## config.mk

```make
export PLATFORM = sky130hd
export DESIGN_NAME = trs_seq
export DESIGN_NICKNAME = d
export VERILOG_FILES = /design/src/rtl/trs_pkg.sv /design/src/rtl/trs_seq.sv /design/src/rtl/trs_step_timer.sv
export SDC_FILE = /design/constraint.sdc
export NUM_CORES = 1
export LEC_CHECK = 0
export ABC_AREA = 1
export BUFFER_PORTS_ARGS = -buffer_cell sky130_fd_sc_hd__buf_2
export CELL_PAD_IN_SITES_DETAIL_PLACEMENT = 1
export CELL_PAD_IN_SITES_GLOBAL_PLACEMENT = 2
export CORE_UTILIZATION = 37
export CTS_BUF_LIST = sky130_fd_sc_hd__clkbuf_4
export DETAILED_ROUTE_END_ITERATION = 10
export GPL_TIMING_DRIVEN = 1
export PLACE_DENSITY_LB_ADDON = 0.3
export SETUP_SLACK_MARGIN = 0.4
export SYNTH_ARGS = -nofsm -noshare
export SYNTH_HDL_FRONTEND = slang
export SYNTH_SLANG_ARGS = --single-unit
```

## constraint.sdc

```tcl
create_clock -name sys_clk -period 1.9 [get_ports sys_clk]
set_input_delay 0.095 -clock sys_clk [delete_from_list [all_inputs] [get_ports sys_clk]]
set_output_delay 0.095 -clock sys_clk [all_outputs]
set_load 0.01 [all_outputs]
```

## src/rtl/trs_pkg.sv

```systemverilog
package trs_pkg;
    localparam logic [7:0] TRS_RAMP_CTRL_OFS = 8'h52;
    localparam logic [7:0] TRS_SETTLE_OFS = 8'h53;
    localparam int TRS_MOD_DLY_LSB = 4;
    localparam int TRS_LDO_RAMP_LSB = 2;
    localparam int TRS_PA_RAMP_LSB = 0;
    localparam int TRS_SOFT_LSB = 3;
    localparam int TRS_INIT_LSB = 0;
    localparam logic [7:0] TRS_RAMP_CTRL_RST = 8'h00;
    localparam logic [4:0] TRS_SOFT_RST = 5'h0a;
    localparam logic [2:0] TRS_INIT_RST = 3'h2;
    localparam int TRS_CLK_MHZ = 250;
    localparam int TRS_US_CYC = TRS_CLK_MHZ;
    localparam int TRS_MOD_STEP_US = 4;
    localparam int TRS_RAMP_STEP_US = 5;
    localparam int TRS_SETTLE_STEP_US = 10;
    localparam int TRS_CNT_W = 8;
    typedef enum logic [2:0] {
        TRS_IDLE = 3'b000,
        TRS_RAMP = 3'b001,
        TRS_MODDLY = 3'b011,
        TRS_ON = 3'b010,
        TRS_DOWN = 3'b110
    } trs_tx_t;
    typedef enum logic [1:0] {
        TRS_P_OFF = 2'b00,
        TRS_P_INIT = 2'b01,
        TRS_P_SOFT = 2'b11,
        TRS_P_LOCK = 2'b10
    } trs_pll_t;
endpackage

```

## src/rtl/trs_seq.sv

```systemverilog
`timescale 1ns/1ps
module trs_seq
    import trs_pkg::*;
(
    input wire logic sys_clk,
    input wire logic rstn,
    input wire logic [7:0] reg_addr,
    input wire logic [7:0] reg_wdata,
    input wire logic reg_wr,
    input wire logic reg_rd,
    output logic [7:0] reg_rdata,
    input wire logic tx_req,
    input wire logic cal_done,
    input wire logic retune_req,
    output logic pa_en,
    output logic ldo_ramp_en,
    output logic mod_en,
    output logic tx_off_done,
    output logic pll_ready
);
    logic [7:0] ramp_q, ramp_d;
    logic [4:0] soft_q, soft_d;
    logic [2:0] init_q, init_d;
    logic [7:0] rdata_q, rdata_d;
    trs_tx_t tx_q, tx_d;
    trs_pll_t pl_q, pl_d;
    logic pa_q, pa_d, ldo_q, ldo_d, mod_q, mod_d, off_q, off_d, rdy_q, rdy_d;
    logic ld_mod, ld_ldo, ld_pa, ld_pll;
    logic dn_mod, dn_ldo, dn_pa, dn_pll;
    logic [TRS_CNT_W-1:0] st_mod, st_ldo, st_pa, st_pll;
    logic [2:0] mod_code;
    logic [1:0] ldo_code, pa_code;
    logic tx_s1, tx_s2, cal_s1, cal_s2, rt_s1, rt_s2, cal_q, rt_q;

    assign mod_code = ramp_q[TRS_MOD_DLY_LSB +: 3];
    assign ldo_code = ramp_q[TRS_LDO_RAMP_LSB +: 2];
    assign pa_code = ramp_q[TRS_PA_RAMP_LSB +: 2];
    assign st_mod = TRS_CNT_W'(mod_code);
    assign st_ldo = TRS_CNT_W'(ldo_code) + 1'b1;
    assign st_pa = TRS_CNT_W'(pa_code) + 1'b1;

    trs_step_timer #(.STEP_CYC(TRS_MOD_STEP_US * TRS_US_CYC)) u_mod (
        .sys_clk(sys_clk), .rstn(rstn), .load(ld_mod), .steps(st_mod), .done(dn_mod));
    trs_step_timer #(.STEP_CYC(TRS_RAMP_STEP_US * TRS_US_CYC)) u_ldo (
        .sys_clk(sys_clk), .rstn(rstn), .load(ld_ldo), .steps(st_ldo), .done(dn_ldo));
    trs_step_timer #(.STEP_CYC(TRS_RAMP_STEP_US * TRS_US_CYC)) u_pa (
        .sys_clk(sys_clk), .rstn(rstn), .load(ld_pa), .steps(st_pa), .done(dn_pa));
    trs_step_timer #(.STEP_CYC(TRS_SETTLE_STEP_US * TRS_US_CYC)) u_pll (
        .sys_clk(sys_clk), .rstn(rstn), .load(ld_pll), .steps(st_pll), .done(dn_pll));

    // Control inputs come from the analogue side and are synchronised.
    always_ff @(posedge sys_clk or negedge rstn) begin
        if (!rstn) begin
            tx_s1 <= 1'b0;
            tx_s2 <= 1'b0;
            cal_s1 <= 1'b0;
            cal_s2 <= 1'b0;
            rt_s1 <= 1'b0;
            rt_s2 <= 1'b0;
            cal_q <= 1'b0;
            rt_q <= 1'b0;
        end else begin
            tx_s1 <= tx_req;
            tx_s2 <= tx_s1;
            cal_s1 <= cal_done;
            cal_s2 <= cal_s1;
            rt_s1 <= retune_req;
            rt_s2 <= rt_s1;
            cal_q <= cal_s2;
            rt_q <= rt_s2;
        end
    end

    always_comb begin
        ramp_d = ramp_q;
        soft_d = soft_q;
        init_d = init_q;
        rdata_d = 8'h00;
        if (reg_wr && reg_addr == TRS_RAMP_CTRL_OFS) begin
            ramp_d = reg_wdata;
        end
        if (reg_wr && reg_addr == TRS_SETTLE_OFS) begin
            soft_d = reg_wdata[TRS_SOFT_LSB +: 5];
            init_d = reg_wdata[TRS_INIT_LSB +: 3];
        end
        if (reg_rd && reg_addr == TRS_RAMP_CTRL_OFS) begin
            rdata_d = ramp_q;
        end else if (reg_rd && reg_addr == TRS_SETTLE_OFS) begin
            rdata_d = {soft_q, init_q};
        end
    end

    always_comb begin
        tx_d = tx_q;
        pa_d = pa_q;
        ldo_d = ldo_q;
        mod_d = mod_q;
        off_d = 1'b0;
        ld_mod = 1'b0;
        ld_ldo = 1'b0;
        ld_pa = 1'b0;
        unique case (tx_q)
            TRS_IDLE: begin
                if (tx_s2) begin
                    tx_d = TRS_RAMP;
                    pa_d = 1'b1;
                    ldo_d = 1'b1;
                    ld_mod = 1'b1;
                    ld_ldo = 1'b1;
                    ld_pa = 1'b1;
                end
            end
            TRS_RAMP: begin
                if (dn_ldo) begin
                    ldo_d = 1'b0;
                end
                if (dn_mod) begin
                    tx_d = TRS_MODDLY;
                end
            end
            TRS_MODDLY: begin
                if (!ldo_q || dn_ldo) begin
                    tx_d = TRS_ON;
                    mod_d = 1'b1;
                    ldo_d = 1'b0;
                end
            end
            TRS_ON: begin
                if (!tx_s2) begin
                    tx_d = TRS_DOWN;
                    mod_d = 1'b0;
                    ld_mod = 1'b1;
                end
            end
            TRS_DOWN: begin
                if (dn_mod) begin
                    tx_d = TRS_IDLE;
                    pa_d = 1'b0;
                    off_d = 1'b1;
                end
            end
            default: begin
                tx_d = TRS_IDLE;
                pa_d = 1'b0;
                ldo_d = 1'b0;
                mod_d = 1'b0;
            end
        endcase
    end

    always_comb begin
        pl_d = pl_q;
        rdy_d = rdy_q;
        ld_pll = 1'b0;
        st_pll = TRS_CNT_W'(init_q);
        unique case (pl_q)
            TRS_P_OFF, TRS_P_LOCK: begin
                if (cal_s2 && !cal_q) begin
                    pl_d = TRS_P_INIT;
                    rdy_d = 1'b0;
                    ld_pll = 1'b1;
                    st_pll = TRS_CNT_W'(init_q);
                end else if (rt_s2 && !rt_q && pl_q == TRS_P_LOCK) begin
                    pl_d = TRS_P_SOFT;
                    rdy_d = 1'b0;
                    ld_pll = 1'b1;
                    st_pll = TRS_CNT_W'(soft_q);
                end
            end
            TRS_P_INIT: begin
                if (dn_pll) begin
                    pl_d = TRS_P_SOFT;
                    ld_pll = 1'b1;
                    st_pll = TRS_CNT_W'(soft_q);
                end
            end
            TRS_P_SOFT: begin
                if (dn_pll) begin
                    pl_d = TRS_P_LOCK;
                    rdy_d = 1'b1;
                end
            end
        endcase
    end

    always_ff @(posedge sys_clk or negedge rstn) begin
        if (!rstn) begin
            ramp_q <= TRS_RAMP_CTRL_RST;
            soft_q <= TRS_SOFT_RST;
            init_q <= TRS_INIT_RST;
            rdata_q <= 8'h00;
            tx_q <= TRS_IDLE;
            pl_q <= TRS_P_OFF;
            pa_q <= 1'b0;
            ldo_q <= 1'b0;
            mod_q <= 1'b0;
            off_q <= 1'b0;
            rdy_q <= 1'b0;
        end else begin
            ramp_q <= ramp_d;
            soft_q <= soft_d;
            init_q <= init_d;
            rdata_q <= rdata_d;
            tx_q <= tx_d;
            pl_q <= pl_d;
            pa_q <= pa_d;
            ldo_q <= ldo_d;
            mod_q <= mod_d;
            off_q <= off_d;
            rdy_q <= rdy_d;
        end
    end

    assign reg_rdata = rdata_q;
    assign pa_en = pa_q;
    assign ldo_ramp_en = ldo_q;
    assign mod_en = mod_q;
    assign tx_off_done = off_q;
    assign pll_ready = rdy_q;

    mod_after_pa_a: assert property (@(posedge sys_clk) disable iff (!rstn)
        $rose(mod_q) |-> pa_q && $past(tx_q) == TRS_MODDLY) else $error("modulation without PA");
    pa_off_delay_a: assert property (@(posedge sys_clk) disable iff (!rstn)
        $fell(pa_q) |-> $past(tx_q) == TRS_DOWN && $past(dn_mod)) else $error("PA dropped early");
    ldo_step_a: assert property (@(posedge sys_clk) disable iff (!rstn)
        ld_ldo |=> ldo_q && pa_q) else $error("LDO ramp not started with PA");
    pa_step_a: assert property (@(posedge sys_clk) disable iff (!rstn)
        ld_pa |-> st_pa inside {[8'h01:8'h04]}) else $error("bad PA steps");
    cold_chain_a: assert property (@(posedge sys_clk) disable iff (!rstn)
        pl_q == TRS_P_INIT && dn_pll |=> pl_q == TRS_P_SOFT) else $error("cold start skipped soft");
    soft_load_a: assert property (@(posedge sys_clk) disable iff (!rstn)
        ld_pll && pl_d == TRS_P_SOFT |-> st_pll == TRS_CNT_W'(soft_q)) else $error("bad soft load");
    init_load_a: assert property (@(posedge sys_clk) disable iff (!rstn)
        ld_pll && pl_d == TRS_P_INIT |-> st_pll == TRS_CNT_W'(init_q)) else $error("bad init load");
    ready_expiry_a: assert property (@(posedge sys_clk) disable iff (!rstn)
        $rose(rdy_q) |-> $past(dn_pll) && $past(pl_q) == TRS_P_SOFT) else $error("ready not on expiry");
    tx_up_c: cover property (@(posedge sys_clk) disable iff (!rstn) $rose(mod_q));
    tx_down_c: cover property (@(posedge sys_clk) disable iff (!rstn) off_q);
    pll_lock_c: cover property (@(posedge sys_clk) disable iff (!rstn) $rose(rdy_q));
    pa_ramp_c: cover property (@(posedge sys_clk) disable iff (!rstn) dn_pa);
endmodule

```

## src/rtl/trs_step_timer.sv

```systemverilog
`timescale 1ns/1ps
module trs_step_timer
    import trs_pkg::*;
#(
    parameter int STEP_CYC = 250
) (
    input wire logic sys_clk,
    input wire logic rstn,
    input wire logic load,
    input wire logic [TRS_CNT_W-1:0] steps,
    output logic done
);
    localparam int PW = $clog2(STEP_CYC + 1);
    logic [PW-1:0] pre_q, pre_d;
    logic [TRS_CNT_W-1:0] cnt_q, cnt_d;
    logic run_q, run_d, done_q, done_d;
    always_comb begin
        pre_d = pre_q;
        cnt_d = cnt_q;
        run_d = run_q;
        done_d = 1'b0;
        if (load) begin
            pre_d = PW'(STEP_CYC - 1);
            cnt_d = steps;
            run_d = (steps != '0);
            done_d = (steps == '0);
        end else if (run_q) begin
            if (pre_q == '0) begin
                pre_d = PW'(STEP_CYC - 1);
                cnt_d = cnt_q - 1'b1;
                if (cnt_q == TRS_CNT_W'(1)) begin
                    run_d = 1'b0;
                    done_d = 1'b1;
                end
            end else begin
                pre_d = pre_q - 1'b1;
            end
        end
    end
    always_ff @(posedge sys_clk or negedge rstn) begin
        if (!rstn) begin
            pre_q <= '0;
            cnt_q <= '0;
            run_q <= 1'b0;
            done_q <= 1'b0;
        end else begin
            pre_q <= pre_d;
            cnt_q <= cnt_d;
            run_q <= run_d;
            done_q <= done_d;
        end
    end
    assign done = done_q;
endmodule

```

==> summary.txt <==
First-pass GRT wire length: 24.7 mm
Dpl cell area: 5980 sq um
Vias: 5079
Kind of start point of the critical path: register
Synthesized Nets: 741
Ports: 36
Detail-routed net length per standard cell: 15.7 um
Crit path launch: u_ldo.pre_q[0]
Total gr overflow: 0
H-tree depth: 3
Cell taking the most area after synthesis: dfrtp_1
Yosys warnings: 0
Crit path capture type: register
Fmax: 605 MHz
Worst Tran Pin Value: 0.607 ns
Sequential element share of the synthesized area: 0.477
FP Rows: 44
Flops & latches, synth: 105
Cell count after synthesis: 705
Ant diodes: 0
Final setup vio count: 0
Setup_tns: 0 ns
Simple-Gate Fraction of Synth Area: 0.301
Die width: 124 um
Max-cap check violation count: 0
Outcome: finished clean
Post-layout instance count excluding filler cells: 1009
Tot Pwr: 9.59 mW
Worst-case clock buffer depth: 2
TritonCTS buffer count: 9
Power Dens Cells: 1340 nW/um^2
Commonest non-fill, non-tap cell in the layout: nand2_1
Residual DRC count: 0
Core box area: 14500 sq um
IO buf count: 35
Unrepaired setup endpoints after global routing: true
Placed insts: 926
Number of global-route vias before repair: 5155
Vias per inst: 5.03
Most frequent cells in the layout: 162 x nand2_1, 99 x dfrtp_1, 74 x inv_1
Worst Skew: 0.0212 ns
Global placement routability congestion: 0.818
Min cycle time layout: 1.65 ns
Slew Limit Fails: 0
Die area: 15400 sq um
Hold crit path type: input port to register
Root Buffer: clkbuf_4
Post-Synth XOR/XNOR Area: 0.0317
Sink Count: 105
Clk_lat worst skew: 0.51 ns
Crit Path Max Fanout: 8
Mapped Area: 5520 sq um
Fin area: 7160 sq um
Post-Route Utilization: 0.493
Final ANT Viol Nets: 0
Hold Crit Start: reg_addr[0]
DR iter-0 viols: 213
Synth Area in Compound Gates: 0.0805
Post-synth top area share: 0.462
Area share of fa/ha/maj cells after synthesis: 0.0295
RR Startpoint: u_ldo.pre_q[0]
CTS tree: yes
Pleak: 3.61 nW
Final setup margin: 0.246 ns
DRT Pass-1 Iters: 4
Syn avg cell area: 7.83 sq um
Peak VDD IR: 630 uV
Fin. Hold Viols: 0
Initial Util: 0.380
Dpl ws: 0.0449 ns
Yosys cell types: 37
WHS: 0.0558 ns
Nets: 856
Top post-synthesis cells by area: dfrtp_1 46%, nand2_1 12%, nand3_1 6.4%
Routed WL: 15.9 mm
Multiplexer share of the synthesized area: 0
Syn-to-layout area delta: 29.8%
Total GRT Usage: 0.208
Rel. slew slack: 0.596
Layout cells sized above 1: 0.284
Arr. time, crit path: 2.11 ns
Largest net degree at the start of global routing: 45
Fin crit share: 0.870
Initial antenna violation count: 0
Die height: 124 um
DP Wirelength: 10.3 mm
Critical Path RT: 2.35 ns
Clk pin slew, worst setup/hold paths: 0.17 ns
Worst setup path class: register to register
Largest family of logic cells by synthesized area: simple AND/OR/NAND/NOR gates
-- metal layers --
metal / up-vias / routed length, um / share of wire / GRT usage
li1: 2491 / - / - / -
met1: 2527 / 6980 / 0.44 / 0.250
met2: 44 / 8350 / 0.53 / 0.378
met3: 17 / 349 / 0.022 / 0.0453
met4: 0 / 187 / 0.012 / 0.0454
met5: - / 0 / 0 / 0
-- flip-flops by register name, summed over array words and instances (netlist names), 2 cells and up --
register / count
u_pll.pre_q: 12
u_ldo.pre_q: 11
u_mod.pre_q: 10
ramp_q: 8
reg_rdata: 8
u_ldo.cnt_q: 8
u_mod.cnt_q: 8
u_pll.cnt_q: 8
soft_q: 5
init_q: 3
tx_q: 3
pl_q: 2
-- worst max-delay path: stages (launching register included) --
cell and delay (ns):
dfrtp_1 0.42, inv_2 0.09, ha_4 0.16, nand3_4 0.08, nor2_4 0.13, nand2_4 0.09
o21ai_4 0.26, nand2_4 0.15, buf_6 0.15, o21ai_2 0.09
-- cell type report --
| cell class | instances | area (sq um) |
|---|---|---|
| Fill cell | 1760 | 7370 |
| Multi-Input combinational cell | 494 | 2920 |
| Sequential cell | 105 | 2640 |
| Timing Repair Buffer | 114 | 865 |
| Inverter | 96 | 397 |
| Tap cell | 184 | 230 |
| Clock buffer | 9 | 67.6 |
| Clock inverter | 7 | 53.8 |
-- power by group --
group	switching [mW]	internal, mW
clock network	0.826	0.280
logic	3.08	2.09
registers	0.517	2.80
total	4.43	5.17
-- synth_stat cells, drive strengths merged --
cell type / number
ha: 13
o211ai: 1
and3: 1
nor2: 82
nor3: 12
nand3: 73
nand3b: 4
dfrtp: 102
o21a: 1
inv: 96
xnor2: 1
o21ai: 62
xor2: 19
and2: 2
clkbuf: 3
dfstp: 3
buf: 9
or2: 1
nand4: 15
nand2: 185
nor3b: 1
o31ai: 4
a21oi: 14
a22oi: 1
-- path summary, 6_finish.rpt --
path	end	slack, ns	cells past startpoint
worst max-delay path	u_ldo.cnt_q[6]	0.25	9
worst min-delay path	reg_rdata[7]	0.06	5
worst max register to register	u_ldo.cnt_q[6]	0.25	9
worst min register to register	cal_s2	0.37	0
max in group asynchronous	soft_q[3]	1.09	3
min in group asynchronous	u_mod.pre_q[6]	0.13	2
-- cell families after synthesis --
family	after synthesis
xor+xnor	20
buf+inv	108
flops	105
fa+ha+maj	13
simple gates	376
compound gates	83
-- repair_timing --
| action | in CTS | in global routing |
|---|---|---|
| pin swaps | 16 | 36 |
| gates resized for setup | 53 | 104 |
| cloned | 0 | 3 |
| endpoints found under the setup margin | 61 | 64 |
| hold buffers | 13 | 0 |
| setup buffers | 22 | 29 |
| endpoints found under the hold margin | 67 | 0 |
(Power assumes the default switching activity.)
